## config.mk

```make
export PLATFORM = sky130hd
export DESIGN_NAME = cdhp_ctrl
export DESIGN_NICKNAME = d
export VERILOG_FILES = /design/src/hw/cdhp_ctrl.v
export VERILOG_INCLUDE_DIRS = /design/src /design/src/hw
export SDC_FILE = /design/constraint.sdc
export NUM_CORES = 1
export LEC_CHECK = 0
export BUFFER_PORTS_ARGS = -buffer_cell sky130_fd_sc_hd__buf_4
export CAP_MARGIN = 20
export CORE_MARGIN = 3
export CORE_UTILIZATION = 48
export DETAILED_ROUTE_END_ITERATION = 10
export GPL_ROUTABILITY_DRIVEN = 0
export PLACE_DENSITY = 0.75
export SLEW_MARGIN = 20
export SYNTH_ARGS = -nofsm -noshare
export SYNTH_HDL_FRONTEND = slang
export SYNTH_SLANG_ARGS = --single-unit
```

## constraint.sdc

```tcl
create_clock -name clk_sys -period 3.1 [get_ports clk_sys]
set_clock_uncertainty 0.1 [all_clocks]
set_input_delay 0.775 -clock clk_sys [delete_from_list [all_inputs] [get_ports clk_sys]]
set_output_delay 0.775 -clock clk_sys [all_outputs]
set_load 0.005 [all_outputs]
```

## src/hw/cdhp_regs.vh

```
// Register map, field positions, reset values and timing of the display port host
`ifndef CDHP_REGS_VH
`define CDHP_REGS_VH

// ----------------------------------------------------------------------------
// Register offsets (byte addresses on the APB side)
// ----------------------------------------------------------------------------
`define CDHP_OFF_CTRL   8'h00
`define CDHP_OFF_WDATA  8'h04
`define CDHP_OFF_STAT   8'h08
`define CDHP_OFF_RDATA  8'h0C
`define CDHP_OFF_ISTAT  8'h10
`define CDHP_OFF_IMASK  8'h14

// ----------------------------------------------------------------------------
// Field positions
// ----------------------------------------------------------------------------
`define CDHP_CTRL_START     0
`define CDHP_CTRL_RS        1
`define CDHP_CTRL_RNW       2
`define CDHP_CTRL_NIB       3
`define CDHP_STAT_ACTIVE    0
`define CDHP_STAT_BF        8
`define CDHP_STAT_AC_LSB    16
`define CDHP_IRQ_DONE       0
`define CDHP_IRQ_REFUSED    1

// ----------------------------------------------------------------------------
// Reset values
// ----------------------------------------------------------------------------
`define CDHP_CTRL_RST   4'h0
`define CDHP_WDATA_RST  8'h00
`define CDHP_IRQ_RST    2'h0
`define CDHP_PIN_RST    8'h00

// ----------------------------------------------------------------------------
// Bus timing in ns, and derived cycle counts at the system clock rate
// ----------------------------------------------------------------------------
`define CDHP_CLK_NS     10
`define CDHP_T_SU_NS    40
`define CDHP_T_PW_NS    230
`define CDHP_T_H_NS     10
`define CDHP_T_C_NS     500
`define CDHP_SU_CYC  ((`CDHP_T_SU_NS + `CDHP_CLK_NS - 1) / `CDHP_CLK_NS)
`define CDHP_PW_CYC  ((`CDHP_T_PW_NS + `CDHP_CLK_NS - 1) / `CDHP_CLK_NS)
`define CDHP_H_CYC   ((`CDHP_T_H_NS + `CDHP_CLK_NS - 1) / `CDHP_CLK_NS)
`define CDHP_LOW_CYC \
    ((`CDHP_T_C_NS - `CDHP_T_PW_NS + `CDHP_CLK_NS - 1) / `CDHP_CLK_NS)
`define CDHP_GAP_CYC (`CDHP_LOW_CYC - `CDHP_H_CYC - `CDHP_SU_CYC)

`endif

```

## src/hw/cdhp_ctrl.v

```verilog
// Host controller that drives a character display parallel port from APB
//
// The APB interface to the registers and the register addresses are this design's own decisions.
`timescale 1ns/1ps
`include "cdhp_regs.vh"
module cdhp_ctrl
(
    // Clock, reset, enable
    input  wire        clk_sys,
    input  wire        rst,
    input  wire        ce,
    // APB slave
    input  wire        psel,
    input  wire        penable,
    input  wire        pwrite,
    input  wire [7:0]  paddr,
    input  wire [31:0] pwdata,
    output wire [31:0] prdata,
    output wire        pready,
    output wire        pslverr,
    // Interrupt
    output wire        irq,
    // Display port pins
    output wire        register_select_line,
    output wire        rw_select_line,
    output wire        enable_strobe,
    input  wire [7:0]  data_line_in,
    output wire [7:0]  data_line_out,
    output wire [7:0]  data_line_oe
);

    // ------------------------------------------------------------------------
    // State encoding
    // ------------------------------------------------------------------------
    localparam [4:0] S_IDLE  = 5'b00001;
    localparam [4:0] S_SETUP = 5'b00010;
    localparam [4:0] S_HIGH  = 5'b00100;
    localparam [4:0] S_HOLD  = 5'b01000;
    localparam [4:0] S_GAP   = 5'b10000;

    // ------------------------------------------------------------------------
    // Storage
    // ------------------------------------------------------------------------
    reg [4:0]  state_r;      // Strobe sequencer state
    reg [5:0]  cnt_r;        // Cycles left in current phase
    reg        cfg_rs_r;     // Requested register select
    reg        cfg_rnw_r;    // Requested direction
    reg        cfg_nib_r;    // Nibble bus mode
    reg [7:0]  wdata_r;      // Byte to write
    reg        poll_r;       // Busy poll in progress
    reg        second_r;     // Second nibble of a byte
    reg [7:0]  rd_byte_r;    // Byte assembled from the bus
    reg [7:0]  rdata_r;      // Last completed read byte
    reg        last_bf_r;    // Busy flag from last status read
    reg [6:0]  last_ac_r;    // Address counter from last status read
    reg        done_set_r;   // Transfer finished pulse
    reg [1:0]  int_stat_r;   // Sticky interrupt status
    reg [1:0]  int_mask_r;   // Interrupt enables
    reg        irq_r;        // Interrupt output
    reg [31:0] prdata_r;     // APB read data
    reg        pready_r;     // APB ready
    reg        pslverr_r;    // APB error
    reg        rs_r;         // Register select pin
    reg        rw_r;         // Direction pin
    reg        e_r;          // Enable strobe pin
    reg [7:0]  db_out_r;     // Data pins driven
    reg [7:0]  db_oe_r;      // Data pin enables

    // ------------------------------------------------------------------------
    // Helpers
    // ------------------------------------------------------------------------
    // Phase length to counter load value
    function [5:0] cyc;
        input integer n;
        integer       t;
        begin
            t   = n - 1;
            cyc = t[5:0];
        end
    endfunction

    // Byte or nibble placed on the data lines
    function [7:0] bus_byte;
        input [7:0] b;
        input       nib;
        input       sec;
        begin
            if (!nib)
                bus_byte = b;
            else if (!sec)
                bus_byte = {b[7:4], 4'h0};
            else
                bus_byte = {b[3:0], 4'h0};
        end
    endfunction

    // Merge sampled lines into the byte being read
    function [7:0] merge_rd;
        input [7:0] old;
        input [7:0] pins;
        input       nib;
        input       sec;
        begin
            if (!nib)
                merge_rd = pins;
            else if (!sec)
                merge_rd = {pins[7:4], old[3:0]};
            else
                merge_rd = {old[7:4], pins[7:4]};
        end
    endfunction

    // ------------------------------------------------------------------------
    // APB decode
    // ------------------------------------------------------------------------
    wire apb_setup = psel & ~penable;
    wire apb_do    = psel & penable & pready_r;
    wire apb_wr    = apb_do & pwrite;
    wire idle      = (state_r == S_IDLE);
    wire start_req = apb_wr & (paddr == `CDHP_OFF_CTRL)
                   & pwdata[`CDHP_CTRL_START];
    wire start_ok  = start_req & idle;
    wire refused   = start_req & ~idle;
    wire is_status = ~pwdata[`CDHP_CTRL_RS] & pwdata[`CDHP_CTRL_RNW];
    wire [1:0] int_clr = (apb_wr & (paddr == `CDHP_OFF_ISTAT))
                       ? pwdata[1:0] : 2'h0;
    wire [1:0] int_set = {refused, done_set_r};
    // Set wins over a clear in the same cycle
    wire [1:0] int_stat_nxt = (int_stat_r & ~int_clr) | int_set;

    // Mapped address check
    wire addr_ok = (paddr == `CDHP_OFF_CTRL)  | (paddr == `CDHP_OFF_WDATA) |
                   (paddr == `CDHP_OFF_STAT)  | (paddr == `CDHP_OFF_RDATA) |
                   (paddr == `CDHP_OFF_ISTAT) | (paddr == `CDHP_OFF_IMASK);

    // ------------------------------------------------------------------------
    // APB slave: answer prepared in setup, ready in access
    // ------------------------------------------------------------------------
    always @(posedge clk_sys or posedge rst)
    begin
        if (rst)
        begin
            prdata_r   <= 32'h0000_0000;
            pready_r   <= 1'b0;
            pslverr_r  <= 1'b0;
            wdata_r    <= `CDHP_WDATA_RST;
            int_stat_r <= `CDHP_IRQ_RST;
            int_mask_r <= `CDHP_IRQ_RST;
            irq_r      <= 1'b0;
        end
        else if (ce)
        begin
            pready_r   <= apb_setup;
            pslverr_r  <= apb_setup & ~addr_ok;
            int_stat_r <= int_stat_nxt;
            irq_r      <= |(int_stat_r & int_mask_r);
            // Read data mux
            prdata_r <= 32'h0000_0000;
            if (apb_setup)
            begin
                case (paddr)
                    `CDHP_OFF_CTRL:
                        prdata_r[3:1] <= {cfg_nib_r, cfg_rnw_r, cfg_rs_r};
                    `CDHP_OFF_WDATA:
                        prdata_r[7:0] <= wdata_r;
                    `CDHP_OFF_STAT:
                    begin
                        prdata_r[`CDHP_STAT_ACTIVE] <= ~idle;
                        prdata_r[`CDHP_STAT_BF]     <= last_bf_r;
                        prdata_r[`CDHP_STAT_AC_LSB+6:`CDHP_STAT_AC_LSB]
                            <= last_ac_r;
                    end
                    `CDHP_OFF_RDATA:
                        prdata_r[7:0] <= rdata_r;
                    `CDHP_OFF_ISTAT:
                        prdata_r[1:0] <= int_stat_r;
                    `CDHP_OFF_IMASK:
                        prdata_r[1:0] <= int_mask_r;
                    default:
                        prdata_r <= 32'h0000_0000;
                endcase
            end
            // Register writes
            if (apb_wr && paddr == `CDHP_OFF_WDATA && idle)
                wdata_r <= pwdata[7:0];
            if (apb_wr && paddr == `CDHP_OFF_IMASK)
                int_mask_r <= pwdata[1:0];
        end
    end

    // ------------------------------------------------------------------------
    // Enter setup phase: place select, direction and data on the pins
    // ------------------------------------------------------------------------
    task go_setup;
        input rs;
        input rw;
        input sec;
        begin
            state_r  <= S_SETUP;
            cnt_r    <= cyc(`CDHP_SU_CYC);
            second_r <= sec;
            rs_r     <= rs;
            rw_r     <= rw;
            db_out_r <= rw ? 8'h00 : bus_byte(wdata_r, cfg_nib_r, sec);
            // Lower lines stay released in nibble mode
            db_oe_r  <= rw ? 8'h00 : (cfg_nib_r ? 8'hF0 : 8'hFF);
        end
    endtask

    // ------------------------------------------------------------------------
    // Strobe sequencer
    // ------------------------------------------------------------------------
    always @(posedge clk_sys or posedge rst)
    begin
        if (rst)
        begin
            state_r    <= S_IDLE;
            cnt_r      <= 6'h00;
            cfg_rs_r   <= 1'b0;
            cfg_rnw_r  <= 1'b0;
            cfg_nib_r  <= 1'b0;
            poll_r     <= 1'b0;
            second_r   <= 1'b0;
            rd_byte_r  <= `CDHP_PIN_RST;
            rdata_r    <= `CDHP_PIN_RST;
            last_bf_r  <= 1'b0;
            last_ac_r  <= 7'h00;
            done_set_r <= 1'b0;
            rs_r       <= 1'b0;
            rw_r       <= 1'b0;
            e_r        <= 1'b0;
            db_out_r   <= `CDHP_PIN_RST;
            db_oe_r    <= `CDHP_PIN_RST;
        end
        else if (ce)
        begin
            done_set_r <= 1'b0;
            case (state_r)
                // Wait for an order; all but status reads poll first
                S_IDLE:
                begin
                    if (start_ok)
                    begin
                        cfg_rs_r  <= pwdata[`CDHP_CTRL_RS];
                        cfg_rnw_r <= pwdata[`CDHP_CTRL_RNW];
                        cfg_nib_r <= pwdata[`CDHP_CTRL_NIB];
                        poll_r    <= ~is_status;
                        go_setup(1'b0, 1'b1, 1'b0);
                    end
                end
                // Select and direction settle before the strobe
                S_SETUP:
                begin
                    if (cnt_r == 6'h00)
                    begin
                        state_r <= S_HIGH;
                        cnt_r   <= cyc(`CDHP_PW_CYC);
                        e_r     <= 1'b1;
                    end
                    else
                        cnt_r <= cnt_r - 6'h01;
                end
                // Strobe high; read lines sampled at its end
                S_HIGH:
                begin
                    if (cnt_r == 6'h00)
                    begin
                        state_r <= S_HOLD;
                        cnt_r   <= cyc(`CDHP_H_CYC);
                        e_r     <= 1'b0;
                        if (rw_r)
                            rd_byte_r <= merge_rd(rd_byte_r, data_line_in,
                                                  cfg_nib_r, second_r);
                    end
                    else
                        cnt_r <= cnt_r - 6'h01;
                end
                // Hold pins after the falling edge, then release data
                S_HOLD:
                begin
                    if (cnt_r == 6'h00)
                    begin
                        state_r <= S_GAP;
                        cnt_r   <= cyc(`CDHP_GAP_CYC);
                        db_oe_r <= 8'h00;
                    end
                    else
                        cnt_r <= cnt_r - 6'h01;
                end
                // Low time that completes the strobe cycle
                S_GAP:
                begin
                    if (cnt_r != 6'h00)
                        cnt_r <= cnt_r - 6'h01;
                    else if (cfg_nib_r && !second_r)
                        go_setup(rs_r, rw_r, 1'b1);
                    else
                    begin
                        // Status byte: busy on top line, counter below
                        if (!rs_r && rw_r)
                        begin
                            last_bf_r <= rd_byte_r[7];
                            last_ac_r <= rd_byte_r[6:0];
                        end
                        if (poll_r)
                        begin
                            // Keep polling while the device is busy
                            if (rd_byte_r[7])
                                go_setup(1'b0, 1'b1, 1'b0);
                            else
                            begin
                                poll_r <= 1'b0;
                                go_setup(cfg_rs_r, cfg_rnw_r, 1'b0);
                            end
                        end
                        else
                        begin
                            state_r    <= S_IDLE;
                            done_set_r <= 1'b1;
                            if (rw_r)
                                rdata_r <= rd_byte_r;
                        end
                    end
                end
                default:
                    state_r <= S_IDLE;
            endcase
        end
    end

    // ------------------------------------------------------------------------
    // Outputs straight from flip-flops
    // ------------------------------------------------------------------------
    assign prdata               = prdata_r;
    assign pready               = pready_r;
    assign pslverr              = pslverr_r;
    assign irq                  = irq_r;
    assign register_select_line = rs_r;
    assign rw_select_line       = rw_r;
    assign enable_strobe        = e_r;
    assign data_line_out        = db_out_r;
    assign data_line_oe         = db_oe_r;

endmodule

```

==> results by group <==
Outcome
  – Status: completed

Power
  – Clk pwr share: 0.265
  – Logic pwr share: 0.298
  – Worst IR Drop VDD: 0.288 mV
  – Switching Fraction: 0.361
  – Sw Pwr: 1.11 mW
  – Seq pwr share: 0.437
  – PwrDens: approximately 600 mW/mm^2
  – LEAKAGE: roughly 2.4 nW
  – P_int: 1.97 mW
  – Total power: around 3.1 mW

Synth
  – Netlist cell types: 57
  – Sequential cell area fraction in the yosys report: 0.489
  – Mapped Cells: approximately 400
  – FF+latch count, synth: 85
  – Number of synthesis warnings: 0
  – Async SR Flop Fraction: 1.00
  – Synth Cell Area: 0.00435 sq mm
  – Main synth FF type: dfrtp_1
  – Number of synthesized flops with an enable pin: 0
  – Synth Area per Inst: 10.7 sq um

Worst hold path
  – HP Class: in -> async

Detailed routing
  – Routed wire per std cell: ~18 um
  – Drt drc: 0
  – First-pass DRT Iterations: 4
  – Vias: 3379
  – Drt via density: between 5 and 6
  – Final WL: 10300 um
  – Final antenna-violating net count: 0
  – Initial DRC count: 282

Clocking
  – CTS tree: built
  – Cts hold-fix bufs: 0
  – TritonCTS Sinks: 85
  – H-tree levels: 3
  – Root buffer cell: clkbuf_8
  – Clock Tree Buf Depth: 2
  – CTS resizes: 0
  – Skew-Pair Late Insertion Delay: roughly 0.36 ns
  – CTS Buf Count: 9
  – Postcts setup bufs: 0
  – Worst-path clk slew: 0.09 ns

Floorplan
  – Die height: 101 um
  – Core box area: 0.00876 sq mm
  – FP Rows: 34
  – Die X: 101 um
  – Initial core utilization: 0.497
  – Die footprint: 0.0102 sq mm
  – IO Pins: 108

Finish
  – Fill count: 757
  – Most frequent cells in the layout: dfrtp_1, buf_4, mux2_2
  – Layout Utilization: 0.584
  – Ant. Diodes: 0
  – Synthesis-to-layout area growth: 17.5%
  – Area taken by multi-input logic gates: 0.00199 sq mm
  – Commonest non-fill, non-tap cell in the layout: dfrtp_1
  – Share of cells above drive strength 1: 0.308
  – Design area: 0.00511 sq mm
  – Final #Nets: roughly 530
  – Register area: 0.00213 sq mm
  – Final non-filler cell total: 586

Critical path
  – Internal reg-to-reg setup slack: 0.52 ns
  – Crit path DAT: between 2 and 3 ns
  – CP bufs+invs: 1
  – Top delay family on crit path: simple AND/OR/NAND/NOR gates
  – Crit path max fanout: 8
  – Setup crit end kind: register
  – CP Data Required Time: approximately 3.3 ns
  – Crit path cell chain: buf_4, or4_1, nor4_4, nor2_1, a21oi_2, mux2_2
  – CP max stage cell: or4_1
  – Startpoint types: input pin
  – Crit-path max cell delay: ~0.6 ns
  – Crit Path Category: in -> reg

STA
  – Setup violations, final: 0
  – Count of final max-slew check failures: 0
  – Rel. slew slack: 0.525
  – Setup TNS: 0 ns
  – Tmin final: 2.61 ns
  – Unrepaired setup endpoints after global routing: no
  – Period utilization: 0.841
  – Fmax achieved: 384 MHz
  – Slew @ Worst Pin: 0.705 ns
  – Final Hold Vio Count: 0

Global route
  – Total GRT Usage: 0.205
  – First-pass GRT wire length: 16600 um
  – Vias in the first global route: 3368
  – Largest net degree at the start of global routing: 86
  – Total gr overflow: 0
  – Initial antenna violation count: 0

Job
  – Total of max-cap violations: 0

Placed design
  – DP Area: 0.00491 sq mm
  – Post-DP HPWL: 7550 um
  – DP Cell Count: 570
  – Number of buffers added on ports: 67
through the flow:
step | hold slack, ns | setup WS (ns)
3_5_place_dp | 0.379 | 0.134
2_1_floorplan | 0.359 | 0.0332
5_1_grt | 0.421 | 0.417
3_3_place_gp | 0.377 | 0.158
4_1_cts | 0.403 | 0.520
6_report | 0.388 | 0.492
area by class of cell:
cell class	instances	share of cell area
well taps	108	0.0264
flip-flops and latches	85	0.416
repair buffers	77	0.115
multi-input cells	282	0.389
clock inverters	7	0.0157
clock buffers	9	0.0242
inverters	18	0.0135
Yosys cell counts, types with 2 or more instances:
cell type | instances | area (sq um)
a31o_2 | 2 | 17.5
o22ai_1 | 3 | 18.8
nor4_1 | 7 | 43.8
nor4b_1 | 4 | 35.0
mux2_1 | 5 | 56.3
buf_4 | 22 | 165
xor2_1 | 3 | 26.3
or4_4 | 2 | 22.5
o211ai_1 | 4 | 30.0
dfrtp_1 | 84 | 2100
or2_2 | 2 | 12.5
and4_1 | 2 | 17.5
nor2_1 | 27 | 101
clkbuf_1 | 8 | 30.0
or4b_2 | 2 | 20.0
or3_1 | 2 | 12.5
nand4_1 | 5 | 31.3
inv_1 | 17 | 63.8
o31a_1 | 2 | 17.5
mux2_2 | 37 | 417
nor2b_1 | 5 | 31.3
nor2_4 | 2 | 22.5
nand3_1 | 7 | 35.0
o31ai_1 | 2 | 15.0
nand2_1 | 26 | 97.6
o2bb2ai_1 | 10 | 87.6
a22o_1 | 10 | 87.6
buf_2 | 4 | 20.0
nand2b_1 | 5 | 31.3
o21ai_0 | 17 | 85.1
and2_1 | 3 | 18.8
nor3_1 | 8 | 40.0
nand3b_1 | 4 | 30.0
a22oi_1 | 13 | 97.6
mux2i_1 | 10 | 100
a21oi_1 | 18 | 90.1
per-layer routing:
metal  part of all wire  routed length, um  vias up  GRT usage
met1               0.43               4470     1663      0.278
met3              0.056                577       14     0.0386
met4              0.014                146        0     0.0654
li1                   -                  -     1585          -
met5                  0                  0        -          0
met2               0.50               5120      117      0.336
flip-flops by register name (all words and copies together), names as in the netlist, 2 cells and up:
signal         count
int_mask_r         2
cnt_r              6
data_line_out      8
wdata_r            8
data_line_oe       2
prdata            16
rdata_r            8
rd_byte_r          8
int_stat_r         2
state_r            5
last_ac_r          7
power groups by stage:
stage | clock (mW) | sequential [mW] | combinational [mW]
after floorplan | 0 | 1.32 | 0.670
after global placement | 0 | 1.36 | 0.879
after detailed placement | 0 | 1.36 | 0.901
after CTS | 0.829 | 1.34 | 0.911
after global routing | 0.874 | 1.36 | 1.02
final | 0.815 | 1.34 | 0.916
kinds of logic after synthesis:
| kind of cell | Yosys count | share of synthesized area |
|---|---|---|
| xor+xnor | 3 | 0.00604 |
| other cells | 1 | 0.000861 |
| mux | 52 | 0.132 |
| fa+ha+maj | 1 | 0.00287 |
| buf+inv | 53 | 0.0675 |
| simple gates | 118 | 0.150 |
| compound gates | 92 | 0.152 |
| flops | 85 | 0.489 |
worst register-to-register path, cell delays in order (launching register included):
cell and delay (ns):
dfrtp_1 0.53, nor3_1 0.30, buf_4 0.19, nand2_1 0.12, or4_4 0.60, nor2_4 0.25, mux2_2 0.37
path summary, 6_finish.rpt:
| path | from | endpoint | cells past startpoint |
|---|---|---|---|
| min in group clk_sys | last_ac_r[3] | prdata[19] | 1 |
| min | rst | prdata[0] | 3 |
| max reg2reg | state_r[1] | rdata_r[7] | 6 |
| max | paddr[1] | rw_select_line | 6 |
| min reg2reg | last_ac_r[3] | prdata[19] | 1 |
| max in group asynchronous | rst | state_r[0] | 3 |
Power figures use the tool's default switching activity.
